===== src/verilog/cfg_status_pkg.sv =====
package cfg_status_pkg;

	// ----------------------------------------------------------------
	// Register map
	// ----------------------------------------------------------------
	localparam int ADDR_W = 7;
	localparam int DATA_W = 32;
	localparam logic [6:0] ADDR_GLOBAL_CONFIG = 7'h00;
	localparam logic [6:0] ADDR_GLOBAL_STATUS = 7'h01;
	localparam logic [6:0] ADDR_UART_WRITE_COUNTER = 7'h02;
	localparam logic [6:0] ADDR_TARGET_POSITION = 7'h2d;

	// ----------------------------------------------------------------
	// Field positions
	// ----------------------------------------------------------------
	localparam int CFG_DIAG_A_DRIVE_BIT = 12;
	localparam int CFG_DIAG_B_DRIVE_BIT = 13;
	localparam int CFG_SMALL_HYST_BIT = 14;
	localparam int CFG_STOP_ENABLE_BIT = 15;
	localparam int CFG_DIRECT_MODE_BIT = 16;
	localparam int CFG_TEST_MODE_BIT = 17;
	localparam int STAT_RESET_BIT = 0;
	localparam int STAT_DRV_ERR_BIT = 1;
	localparam int STAT_PUMP_UV_BIT = 2;
	localparam int STAT_W = 3;
	localparam int COUNT_W = 8;
	localparam int COIL_W = 9;
	localparam int COIL_A_LSB = 0;
	localparam int COIL_B_LSB = 16;
	localparam int HOLD_W = 5;
	localparam int FREQ_W = 20;

	// ----------------------------------------------------------------
	// Reset values and timing
	// ----------------------------------------------------------------
	localparam logic [2:0] STATUS_RESET = 3'h1;
	localparam logic [7:0] COUNT_RESET = 8'h00;
	localparam logic [2:0] HYST_SHIFT_WIDE = 3'h4;
	localparam logic [2:0] HYST_SHIFT_SMALL = 3'h5;
	localparam int HOLD_SCALE_SHIFT = 5;
	localparam int SYNC_STAGES = 2;

	// ----------------------------------------------------------------
	// Carriers
	// ----------------------------------------------------------------
	typedef struct packed {
		logic wr;
		logic rd;
		logic [6:0] addr;
		logic [31:0] wdata;
	} reg_req_t;

	typedef struct packed {
		logic diag_a_drive_select;
		logic diag_b_drive_select;
		logic small_hysteresis;
		logic stop_enable;
		logic direct_mode;
		logic test_mode;
	} cfg_t;

	typedef struct packed {
		logic signed [8:0] coil_a;
		logic signed [8:0] coil_b;
	} coil_t;

	typedef struct packed {
		logic value;
		logic enable;
	} pin_drive_t;

endpackage


===== src/verilog/global_config_status_bank.sv =====
`timescale 1ns/100ps
`default_nettype none

module global_config_status_bank (
	input wire logic sys_clk_in,
	input wire logic rst_n_in,
	input wire cfg_status_pkg::reg_req_t reg_req_in,
	input wire logic uart_mode_in,
	input wire logic write_ok_in,
	input wire logic halt_request_input_in,
	input wire logic pump_undervoltage_in,
	input wire logic drv_shutdown_in,
	input wire logic over_temp_in,
	input wire logic diag_a_event_in,
	input wire logic diag_b_event_in,
	input wire logic [cfg_status_pkg::HOLD_W-1:0] hold_current_setting_in,
	input wire logic [cfg_status_pkg::FREQ_W-1:0] freq_threshold_in,
	output logic [cfg_status_pkg::DATA_W-1:0] reg_rdata_out,
	output cfg_status_pkg::pin_drive_t diag_a_pin_out,
	output cfg_status_pkg::pin_drive_t diag_b_pin_out,
	output logic [cfg_status_pkg::FREQ_W-1:0] hyst_amount_out,
	output logic step_enable_out,
	output logic standstill_out,
	output logic driver_enable_out,
	output logic direct_mode_out,
	output logic quiet_velocity_reg_enable_out,
	output cfg_status_pkg::coil_t coil_current_out,
	output logic test_out_enable_out,
	output logic [1:0] test_select_out
);
	import cfg_status_pkg::*;

	// ----------------------------------------------------------------
	// Input synchronisers
	// ----------------------------------------------------------------
	logic [SYNC_STAGES-1:0] halt_sync_q;
	logic [SYNC_STAGES-1:0] uv_sync_q;
	logic halt_s;
	logic uv_s;

	always_ff @(posedge sys_clk_in or negedge rst_n_in) begin
		if (!rst_n_in) begin
			halt_sync_q <= '0;
			uv_sync_q <= '0;
		end else begin
			halt_sync_q <= {halt_sync_q[0], halt_request_input_in};
			uv_sync_q <= {uv_sync_q[0], pump_undervoltage_in};
		end
	end

	assign halt_s = halt_sync_q[SYNC_STAGES-1];
	assign uv_s = uv_sync_q[SYNC_STAGES-1];

	// ----------------------------------------------------------------
	// Register state
	// ----------------------------------------------------------------
	cfg_t cfg_q, cfg_d;
	logic [STAT_W-1:0] stat_q, stat_d;
	logic [COUNT_W-1:0] count_q, count_d;
	coil_t target_q, target_d;
	logic [DATA_W-1:0] rdata_q, rdata_d;
	logic wr_cfg, wr_stat, wr_target;
	logic [STAT_W-1:0] stat_set, stat_clr;

	function automatic logic hit(input reg_req_t req, input logic [6:0] addr);
		hit = req.wr && (req.addr == addr);
	endfunction

	always_comb begin
		wr_cfg = hit(reg_req_in, ADDR_GLOBAL_CONFIG);
		wr_stat = hit(reg_req_in, ADDR_GLOBAL_STATUS);
		wr_target = hit(reg_req_in, ADDR_TARGET_POSITION);
		cfg_d = cfg_q;
		if (wr_cfg) begin
			cfg_d.diag_a_drive_select = reg_req_in.wdata[CFG_DIAG_A_DRIVE_BIT];
			cfg_d.diag_b_drive_select = reg_req_in.wdata[CFG_DIAG_B_DRIVE_BIT];
			cfg_d.small_hysteresis = reg_req_in.wdata[CFG_SMALL_HYST_BIT];
			cfg_d.stop_enable = reg_req_in.wdata[CFG_STOP_ENABLE_BIT];
			cfg_d.direct_mode = reg_req_in.wdata[CFG_DIRECT_MODE_BIT];
			cfg_d.test_mode = reg_req_in.wdata[CFG_TEST_MODE_BIT];
		end
		target_d = target_q;
		if (wr_target) begin
			target_d.coil_a = reg_req_in.wdata[COIL_A_LSB +: COIL_W];
			target_d.coil_b = reg_req_in.wdata[COIL_B_LSB +: COIL_W];
		end
		stat_set = '0;
		stat_set[STAT_DRV_ERR_BIT] = drv_shutdown_in;
		stat_set[STAT_PUMP_UV_BIT] = uv_s;
		stat_clr = wr_stat ? reg_req_in.wdata[STAT_W-1:0] : '0;
		stat_clr[STAT_DRV_ERR_BIT] = stat_clr[STAT_DRV_ERR_BIT] & ~over_temp_in;
		stat_d = (stat_q & ~stat_clr) | stat_set;
		count_d = count_q;
		if (reg_req_in.wr && uart_mode_in && write_ok_in) begin
			count_d = count_q + 8'h01;
		end
		rdata_d = rdata_q;
		if (reg_req_in.rd) begin
			rdata_d = '0;
			unique case (reg_req_in.addr)
				ADDR_GLOBAL_CONFIG: begin
					rdata_d[CFG_DIAG_A_DRIVE_BIT] = cfg_q.diag_a_drive_select;
					rdata_d[CFG_DIAG_B_DRIVE_BIT] = cfg_q.diag_b_drive_select;
					rdata_d[CFG_SMALL_HYST_BIT] = cfg_q.small_hysteresis;
					rdata_d[CFG_STOP_ENABLE_BIT] = cfg_q.stop_enable;
					rdata_d[CFG_DIRECT_MODE_BIT] = cfg_q.direct_mode;
					rdata_d[CFG_TEST_MODE_BIT] = cfg_q.test_mode;
				end
				ADDR_GLOBAL_STATUS: rdata_d[STAT_W-1:0] = stat_q;
				ADDR_UART_WRITE_COUNTER: rdata_d[COUNT_W-1:0] = count_q;
				default: rdata_d = '0;
			endcase
		end
	end

	always_ff @(posedge sys_clk_in or negedge rst_n_in) begin
		if (!rst_n_in) begin
			cfg_q <= '0;
			stat_q <= STATUS_RESET;
			count_q <= COUNT_RESET;
			target_q <= '0;
			rdata_q <= '0;
		end else begin
			cfg_q <= cfg_d;
			stat_q <= stat_d;
			count_q <= count_d;
			target_q <= target_d;
			rdata_q <= rdata_d;
		end
	end

	// ----------------------------------------------------------------
	// Pins and control outputs
	// ----------------------------------------------------------------
	pin_drive_t diag_a_q, diag_a_d, diag_b_q, diag_b_d;
	logic [FREQ_W-1:0] hyst_q, hyst_d;
	logic step_en_q, step_en_d;
	logic drv_en_q, drv_en_d;
	coil_t coil_q, coil_d;
	logic test_en_q, test_en_d;
	logic [1:0] test_sel_q, test_sel_d;
	logic signed [COIL_W+HOLD_W+1:0] prod_a, prod_b;

	always_comb begin
		diag_a_d.value = cfg_q.diag_a_drive_select ? diag_a_event_in : 1'b0;
		diag_a_d.enable = cfg_q.diag_a_drive_select ? 1'b1 : diag_a_event_in;
		diag_b_d.value = cfg_q.diag_b_drive_select ? diag_b_event_in : 1'b0;
		diag_b_d.enable = cfg_q.diag_b_drive_select ? 1'b1 : diag_b_event_in;
		hyst_d = freq_threshold_in >> (cfg_q.small_hysteresis ? HYST_SHIFT_SMALL
			: HYST_SHIFT_WIDE);
		step_en_d = ~(cfg_q.stop_enable & halt_s);
		drv_en_d = ~uv_s & ~stat_q[STAT_DRV_ERR_BIT];
		prod_a = target_q.coil_a * $signed({1'b0, hold_current_setting_in} + 7'sh01);
		prod_b = target_q.coil_b * $signed({1'b0, hold_current_setting_in} + 7'sh01);
		coil_d.coil_a = cfg_q.direct_mode ? prod_a[HOLD_SCALE_SHIFT +: COIL_W] : '0;
		coil_d.coil_b = cfg_q.direct_mode ? prod_b[HOLD_SCALE_SHIFT +: COIL_W] : '0;
		test_en_d = cfg_q.test_mode;
		test_sel_d = cfg_q.test_mode ? hold_current_setting_in[1:0] : 2'h0;
	end

	always_ff @(posedge sys_clk_in or negedge rst_n_in) begin
		if (!rst_n_in) begin
			diag_a_q <= 2'h1;
			diag_b_q <= 2'h0;
			hyst_q <= '0;
			step_en_q <= 1'b1;
			drv_en_q <= 1'b0;
			coil_q <= '0;
			test_en_q <= 1'b0;
			test_sel_q <= 2'h0;
		end else begin
			diag_a_q <= diag_a_d;
			diag_b_q <= diag_b_d;
			hyst_q <= hyst_d;
			step_en_q <= step_en_d;
			drv_en_q <= drv_en_d;
			coil_q <= coil_d;
			test_en_q <= test_en_d;
			test_sel_q <= test_sel_d;
		end
	end

	assign reg_rdata_out = rdata_q;
	assign diag_a_pin_out = diag_a_q;
	assign diag_b_pin_out = diag_b_q;
	assign hyst_amount_out = hyst_q;
	assign step_enable_out = step_en_q;
	assign standstill_out = ~step_en_q;
	assign driver_enable_out = drv_en_q;
	assign direct_mode_out = cfg_q.direct_mode;
	assign quiet_velocity_reg_enable_out = ~cfg_q.direct_mode;
	assign coil_current_out = coil_q;
	assign test_out_enable_out = test_en_q;
	assign test_select_out = test_sel_q;
endmodule

`default_nettype wire


===== config.mk =====
export PLATFORM = sky130hd
export DESIGN_NAME = global_config_status_bank
export DESIGN_NICKNAME = d
export VERILOG_FILES = /design/src/verilog/cfg_status_pkg.sv /design/src/verilog/global_config_status_bank.sv
export SDC_FILE = /design/constraint.sdc
export NUM_CORES = 1
export LEC_CHECK = 0
export ABC_AREA = 1
export BUFFER_PORTS_ARGS = -buffer_cell sky130_fd_sc_hd__clkbuf_2
export CAP_MARGIN = 10
export CORE_ASPECT_RATIO = 2
export CORE_UTILIZATION = 55
export DETAILED_ROUTE_END_ITERATION = 6
export HOLD_SLACK_MARGIN = 0.08
export PLACE_DENSITY_LB_ADDON = 0.3
export SLEW_MARGIN = 20
export SYNTH_ARGS = -nofsm -noshare
export SYNTH_HDL_FRONTEND = slang
export SYNTH_SLANG_ARGS = --single-unit

===== constraint.sdc =====
create_clock -name sys_clk_in -period 5.4 [get_ports sys_clk_in]
set_clock_uncertainty 0.05 [all_clocks]
set_input_delay 0.27 -clock sys_clk_in [delete_from_list [all_inputs] [get_ports sys_clk_in]]
set_output_delay 0.27 -clock sys_clk_in [all_outputs]
set_load 0.005 [all_outputs]

## Word level (Yosys, flattened, before mapping)

Index checks and enable logic that the tools add are counted.
Widths: inputs -> output; s select.

- Register bits: 100
- Input port bits: 76
- Output and inout bits: 82
- Word-level logic and storage cells: 62

- Add/subtract/negate cells: 2
- Multiply operators: 2
- Equal/unequal tests: 3
- Shifts and indexed selects: 1
- Muxes and demuxes: 12
- Bitwise gates (word level): 12
- Reductions and logical operators: 6

Operators with widths:

| kind | count |
|---|---|
| $mul 9x7->14 | 2 |
| $shr 20x3->20 | 1 |
| $mux 9 | 2 |
| $add 8x1->8 const B | 1 |
| $eq 7x1->1 const B | 1 |
| $eq 7x2->1 const B | 1 |
| $eq 7x6->1 const B | 1 |
| $logic_not 7->1 | 1 |
| $add 5x1->6 const B | 1 |
| $mux 6 | 1 |
| $not 1->1 | 6 |
| $pmux 3 s2 | 1 |
| $logic_and 1x1->1 | 5 |
| $mux 1 | 5 |
| $mux 5 | 1 |
| $and 1x1->1 | 3 |
| $and 3x3->3 | 1 |
| $mux 3 | 1 |
| $not 3->3 | 1 |
| $or 3x3->3 | 1 |
| $mux 2 | 1 |

## Logic depth before layout (Yosys ltp)

Gate-level depths: netlist (run 1).

- Depth after elaboration: 7
- Depth in mapped cells: 26
- Mapped depth without buffers: 25

## Least setup slack after synthesis (run 1)

Ideal clock, no wire load.

- Kind: input -> register
- From: input port hold_current_setting_in[0] (netlist name)
- To: register coil_q (netlist bit coil_current_out[17])
- Library setup time: 119 ps
- Data arrival time: 4316 ps
- Required time: 5231 ps
- Path slack: 915 ps
- Cell stages on the path: 20
- Buffers on the path: 0
- Path through: ha_1 > xor2_1 > inv_1 > nor2_1 > inv_1 > fa_1 > inv_1 > fa_1 > inv_1 > fa_1 > inv_1 > fa_1 > ha_1 > a21o_1 > nor2_1 > nand2_1 > a21oi_1 > nand3_1 > nand2_1 > nor2_1

RTL lines:

| what | RTL line | RTL |
|---|---|---|
| start, declared | global_config_status_bank.sv:16 | `input wire logic [cfg_status_pkg::HOLD_W-1:0] hold_current_setting_in,` |
| end signal, assigned | global_config_status_bank.sv:177 | `coil_q <= coil_d;` |
| end, declared | global_config_status_bank.sv:139 | `coil_t coil_q, coil_d;` |

==> flow_metrics.env, run 1 <==
export IMPL_synth_seq_cells=96
export IMPL_reg2reg_depth=19
export IMPL_crit_required_ns=5.65
export IMPL_io_pins=158
export IMPL_period_minus_slack_ns=4.699
export IMPL_r2r_slack_ns=0.84
export IMPL_dpl_cell_count=1268
export IMPL_clkTransAtPathRegs_ns=0.08
export IMPL_synth_top_area_share_pct=30.23
export IMPL_rsz0062_at_grt="no"
export IMPL_track_usage_pct=27.92
export IMPL_yosysMostFrequentCell="nand2_1"
export IMPL_crit_path_frequent_cell="nand2_1"
export IMPL_powerDensity_nw_per_um2=407.9
export IMPL_grt_pass1_vias=6993
export IMPL_wl_per_cell_um=14.34
export IMPL_drive_above_1_share_pct=15.46
export IMPL_final_antenna_net_count=0
export IMPL_area_growth_synth_to_final_pct=14.74
export IMPL_fillers=1195
export IMPL_grt_pass1_wl_um=30880
export IMPL_synth_area_um2=7697
export IMPL_fin_crit_sh_pct=87.02
export IMPL_whs_endpoint="hyst_amount_out[4]$_DFF_PN0_"
export IMPL_cts_max_level=3
export IMPL_fp_dieArea_um2=14500
export IMPL_worstPathArrival_ns=4.95
export IMPL_rr_endpoint="coil_current_out[17]$_DFF_PN0_"
export IMPL_rows=60
export IMPL_ir_worst_vdd_v=0.0002505
export IMPL_layout_cells_non_filler=1292
export IMPL_yosysTopAreaCell="dfrtp_1"
export IMPL_cellLeakagePower_nw=5.123
export IMPL_nets=1295
export IMPL_gp_congestion=0.9757
export IMPL_overflow=0
export IMPL_worst_setup_path_start_kind="input port"
export IMPL_yosysWarnings=0
export IMPL_die_w_um=85.65
export IMPL_cap_violations=0
export IMPL_cts_tree="done"
export IMPL_cts_path_max_buffers=2
export IMPL_relSlewSlack_pct=36.12
export IMPL_core_area_um2=13590
export IMPL_antennaDiodeCount=0
export IMPL_tightest_slew_ns=0.9560
export IMPL_wirelength_um=18530
export IMPL_yosys_top_cells_count="204 x nand2_1, 193 x inv_1, 149 x nor2_1, 93 x dfrtp_1, 66 x fa_1"
export IMPL_crit_path_max_fanout=13
export IMPL_syn_inst=965
export IMPL_slew_violations=0
export IMPL_status="finished, final reports clean"
export IMPL_dp_hpwl_um=14690
export IMPL_cts_resized=0
export IMPL_regToRegStartpoint="target_q[17]$_DFFE_PN0P_"
export IMPL_max_stage_delay_ns=0.53
export IMPL_synth_edff_count=0
export IMPL_clk_latency_ns=0.36
export IMPL_hold_depth=3
export IMPL_timing_hold_violations_final=0
export IMPL_crit_buf_inv=7
export IMPL_synthFlopType="dfrtp_1"
export IMPL_setup_tns_ns=0
export IMPL_antenna_found_initial=0
export IMPL_worstSetupEndpointType="register"
export IMPL_worstHoldPathType="input port to register"
export IMPL_avgSynthCellArea_um2=7.977
export IMPL_via_count=6539
export IMPL_holdCritStartpoint="freq_threshold_in[9]"
export IMPL_cp_slowest_cell="fa_1"
export IMPL_die_y_um=169.3
export IMPL_cts_buffers_inserted=9
export IMPL_synth_seq_area_share_pct=31.26
export IMPL_finalSetupViolations=0
export IMPL_crit_type="input port to register"
export IMPL_initial_core_util_pct=56.65
export IMPL_grt_max_degree=65
export IMPL_critPathTopFamily="adder cells"
export IMPL_drc_errors=0
export IMPL_async_flop_share_pct=100.0
export IMPL_timing_fmax_mhz=212.8
export IMPL_drtIter0Drc=282
export IMPL_cts_setup_buffers=0
export IMPL_io_buffers=121
export IMPL_cts_sinks=96
export IMPL_via_per_inst=5.061
export IMPL_ys_types=40
export IMPL_first_pass_iters=4
export IMPL_cts_root_buf="clkbuf_16"
export IMPL_synth_area_top_cells="dfrtp_1 30%, fa_1 17%, nand2_1 9.9%"
-- state kept, by name, summed over array words and instances (netlist names), 2 cells and up --
signal and count:
uv_sync_q 2, diag_a_pin_out 2, coil_current_out 18, count_q 8, cfg_q 4, diag_b_pin_out 2
hyst_amount_out 16, test_select_out 2, stat_q 3, target_q 18, halt_sync_q 2, reg_rdata_out 14
-- cells by family (layout without fill, tap and decap cells) --
family / Yosys count / count (layout) / share of synthesized area, %
other cells: 1 / 22 / 0.04872
compound gates: 95 / 95 / 6.843
buf+inv: 235 / 355 / 12.96
mux: 5 / 5 / 0.7314
flops: 96 / 96 / 31.26
simple gates: 404 / 404 / 21.29
fa+ha+maj: 118 / 118 / 25.62
xor+xnor: 11 / 11 / 1.252
-- per-layer routing --
| layer | GRT usage (%) | part of all wire, % | vias to the layer above | routed length [um] |
|---|---|---|---|---|
| met1 | 26.10 | 34 | 3119 | 6225 |
| met4 | 18.48 | 6.2 | 0 | 1145 |
| li1 | - | - | 3147 | - |
| met5 | 0 | 0 | - | 0 |
| met3 | 4.767 | 4.6 | 69 | 846 |
| met2 | 53.60 | 56 | 204 | 10310 |
-- what timing repair did --
item / 4_1_cts / 5_1_grt
hold endpoints to repair: 40 / 0
hold buffers: 8 / 0
endpoints found under the setup margin: 0 / 0
-- layout by cell type (no fill, tap or decap), types with 2 or more instances in the layout --
cell type | synthesis | layout
dfstp_2 | 3 | 3
dlygate4sd3_1 | 0 | 8
clkbuf_2 | 0 | 120
o21bai_2 | 2 | 2
conb_1 | 1 | 22
xnor2_1 | 6 | 6
clkinv_1 | 2 | 2
nor3_1 | 8 | 8
a21o_1 | 2 | 2
buf_4 | 23 | 15
mux2_2 | 5 | 5
nand3_1 | 23 | 23
o21a_1 | 4 | 4
xor2_1 | 5 | 5
nand2_1 | 204 | 204
ha_1 | 52 | 52
inv_8 | 0 | 3
nand4_1 | 7 | 7
fa_1 | 66 | 66
o21ai_0 | 32 | 32
o31ai_1 | 2 | 2
nor2_1 | 149 | 149
o21bai_1 | 4 | 4
clkbuf_16 | 0 | 9
inv_6 | 0 | 2
dfrtp_1 | 93 | 93
o221ai_1 | 2 | 2
inv_1 | 193 | 193
or2_2 | 3 | 3
a21oi_1 | 46 | 46
-- worst register-to-register path: cells and delay by family (launching register included) --
kind            cells  cell delay (ns)
compound gates      2             0.31
fa+ha+maj           5             2.49
buf+inv             6             0.58
flops               1             0.43
simple gates        6             0.59
-- layout make-up --
cell class                      instances  area (um2)  area share, %
Multi-Input combinational cell        655        4373          49.51
Sequential cell                        96        2406          27.24
Timing Repair Buffer                  143       793.3          8.981
Inverter                              196       738.2          8.358
Tap cell                              186       232.7          2.635
Clock buffer                           10       229.0          2.592
Clock inverter                          6       60.06         0.6800
-- through the flow --
stage                     setup slack (ns)  total power [mW]  hold slack [ns]  cell area (um2)  utilization, %
final                               0.7007             3.603          0.08035             8832           65.00
after global routing                0.3861             3.960          0.09080             8832           65.00
after CTS                           0.7258             3.627          0.08013             8832           65.00
after detailed placement            0.3697             2.953           0.1957             8463           62.28
after global placement              0.4588             2.894           0.1907             8463           62.28
after floorplan                     0.9149             2.367         -0.07559             7776               -
-- worst max path at each step --
stage / from / to / cells past startpoint
floorplan: hold_current_setting_in[0] / coil_current_out[17]$_DFF_PN0_ / 20
finish: hold_current_setting_in[0] / coil_current_out[8]$_DFF_PN0_ / 26
global placement: hold_current_setting_in[0] / coil_current_out[8]$_DFF_PN0_ / 24
detailed placement: hold_current_setting_in[0] / coil_current_out[8]$_DFF_PN0_ / 26
CTS: hold_current_setting_in[0] / coil_current_out[8]$_DFF_PN0_ / 26
global route: hold_current_setting_in[0] / coil_current_out[17]$_DFF_PN0_ / 23
-- power by group --
group / leakage (nW) / switching (mW) / internal, mW
clock: 0.143 / 0.329 / 0.328
sequential: 1.18 / 0.0538 / 0.797
combinational: 3.80 / 1.29 / 0.807
total: 5.12 / 1.67 / 1.93
Power figures use the tool's default switching activity.
==> run 2, diff against run 1 <==
CELL_PAD_IN_SITES_DETAIL_PLACEMENT = 1   (was unset)
CELL_PAD_IN_SITES_GLOBAL_PLACEMENT = 1   (was unset)
CORE_UTILIZATION = 41   (was 55)
SETUP_SLACK_MARGIN = 0.02   (was unset)
==> run 2 against run 1 <==
  * Combinational power up 9%
  * Sequential cell count unchanged
  * Critical path depth down 2
  * Register-to-register slack better by 0.05 ns
  * Highest routed layer unchanged
  * Final area up 1.8%
  * Sequential power about the same
  * Sequential share of layout area down 0.48 points
  * Core utilization down 16 points
  * Worst setup slack worse by 0.043 ns
  * Clock-buffer cell count down 1
  * Worst hold slack better by 0.014 ns
  * Clock power up 11%
==> flow_metrics.env, run 2 (synthesis gave the netlist of run 1 again) <==
export IMPL_status="finished, final reports clean"
export IMPL_antennaDiodeCount=0
export IMPL_powerDensity_nw_per_um2=430.9
export IMPL_tightest_slew_ns=0.9866
export IMPL_dpl_cell_count=1310
export IMPL_fin_crit_sh_pct=87.82
export IMPL_dp_hpwl_um=18050
export IMPL_track_usage_pct=25.03
export IMPL_overflow=0
export IMPL_die_y_um=195.8
export IMPL_cellLeakagePower_nw=5.191
export IMPL_cts_path_max_buffers=2
export IMPL_crit_path_frequent_cell="inv_1"
export IMPL_worst_setup_path_start_kind="input port"
export IMPL_layout_cells_non_filler=1333
export IMPL_worstHoldPathType="input port to register"
export IMPL_ir_worst_vdd_v=0.0002427
export IMPL_wirelength_um=22230
export IMPL_antenna_found_initial=0
export IMPL_rows=70
export IMPL_io_pins=158
export IMPL_final_util_pct=49.11
export IMPL_fillers=2325
export IMPL_worstPathArrival_ns=4.94
export IMPL_crit_chain="clkbuf_2 -> ha_1 -> xor2_1 -> inv_1 -> buf_4 -> nor2_1 -> inv_1 -> fa_1 -> fa_1 -> inv_1 -> fa_1 -> inv_1 -> fa_1 -> inv_1 -> ha_1 -> nand2_1 -> a21oi_1 -> nor3_1 -> buf_4 -> nand2_1 -> a21oi_1 -> nand2_1 -> nand2_1 -> nor2_1"
export IMPL_crit_path_max_fanout=6
export IMPL_register_area_um2=2406
export IMPL_timing_hold_violations_final=0
export IMPL_cp_slowest_cell="fa_1"
export IMPL_nets=1306
export IMPL_via_count=6746
export IMPL_critPathTopFamily="adder cells"
export IMPL_via_per_inst=5.061
export IMPL_cts_root_buf="clkbuf_16"
export IMPL_cts_resized=0
export IMPL_final_antenna_net_count=0
export IMPL_setup_tns_ns=0
export IMPL_wl_per_cell_um=16.68
export IMPL_first_pass_iters=4
export IMPL_whs_ns=0.09406
export IMPL_timing_fmax_mhz=210.9
export IMPL_cts_tree="done"
export IMPL_final_cell_mix="204 x nand2_1, 193 x inv_1, 149 x nor2_1, 120 x clkbuf_2, 93 x dfrtp_1"
export IMPL_cts_sinks=96
export IMPL_r2r_slack_ns=0.89
export IMPL_relSlewSlack_pct=34.07
export IMPL_area_growth_synth_to_final_pct=16.79
export IMPL_crit_type="input port to register"
export IMPL_drive_above_1_share_pct=16.47
export IMPL_clkTransAtPathRegs_ns=0.07
export IMPL_cap_violations=0
export IMPL_initial_core_util_pct=42.05
export IMPL_slew_violations=0
export IMPL_worstSetupEndpointType="register"
export IMPL_core_area_um2=18310
export IMPL_cts_max_level=3
export IMPL_clk_latency_ns=0.36
export IMPL_rsz0062_at_grt="no"
export IMPL_cts_buffers_inserted=9
export IMPL_fp_dieArea_um2=19360
export IMPL_max_stage_delay_ns=0.53
export IMPL_gp_congestion=0.8602
export IMPL_io_buffers=121
export IMPL_grt_max_degree=70
export IMPL_drc_errors=0
export IMPL_die_w_um=98.89
export IMPL_multi_input_area_um2=4373
export IMPL_final_common_cell="nand2_1"
export IMPL_crit_required_ns=5.60
export IMPL_finalSetupViolations=0
export IMPL_grt_pass1_wl_um=36830
export IMPL_crit_buf_inv=8
export IMPL_period_minus_slack_ns=4.742
export IMPL_drtIter0Drc=173
export IMPL_grt_pass1_vias=7831
## run 2: layout make-up
class	count	area share [%]
Multi-Input combinational cell	655	48.64
Sequential cell	96	26.76
Timing Repair Buffer	154	9.715
Inverter	196	8.212
Tap cell	216	3.006
Clock buffer	9	2.505
Clock inverter	7	1.155
## run 2: power by group
group	switching, mW	internal [mW]	leakage (nW)
Combinational	1.41	0.887	3.85
Sequential	0.0518	0.797	1.18
Clock	0.319	0.413	0.159
## run 2: per-stage QoR
stage | cell area (um2) | total power, mW | worst slack, ns
final | 8990 | 3.874 | 0.6579
after global routing | 8990 | 4.241 | 0.3471
after CTS | 8990 | 3.929 | 0.6370
after detailed placement | 8591 | 3.168 | 0.2829
after global placement | 8591 | 3.073 | 0.3990
after floorplan | 7776 | 2.367 | 0.9149
## run 2: worst paths after layout
kind | start | end | cells past startpoint
setup / recovery | hold_current_setting_in[0] | coil_current_out[7]$_DFF_PN0_ | 24
min in group asynchronous | rst_n_in | coil_current_out[8]$_DFF_PN0_ | 2
max in group asynchronous | rst_n_in | hyst_amount_out[8]$_DFF_PN0_ | 3
hold / removal | freq_threshold_in[9] | hyst_amount_out[4]$_DFF_PN0_ | 3
hold reg to reg | uv_sync_q[0]$_DFF_PN0_ | uv_sync_q[1]$_DFF_PN0_ | 0
setup reg to reg | target_q[17]$_DFFE_PN0P_ | coil_current_out[17]$_DFF_PN0_ | 19
## run 2: repair_timing
item                                   in CTS  in global routing
endpoints found under the hold margin      34                  0
setup buffers                               0                  0
hold buffers                                7                  0
## run 2: tightest hold or removal path, stage by stage
cell	delay [ns]
clkbuf_2	0.09
nand2_1	0.04
o21ai_0	0.06
## run 2: per-layer routing
layer	routed length, um	GRT usage [%]	part of all wire (%)	up-vias
li1	-	-	-	3161
met1	6971	21.05	31	3344
met2	13150	51.23	59	174
met3	797	4.204	3.6	67
met4	1312	16.09	5.9	0
met5	0	0	0	-
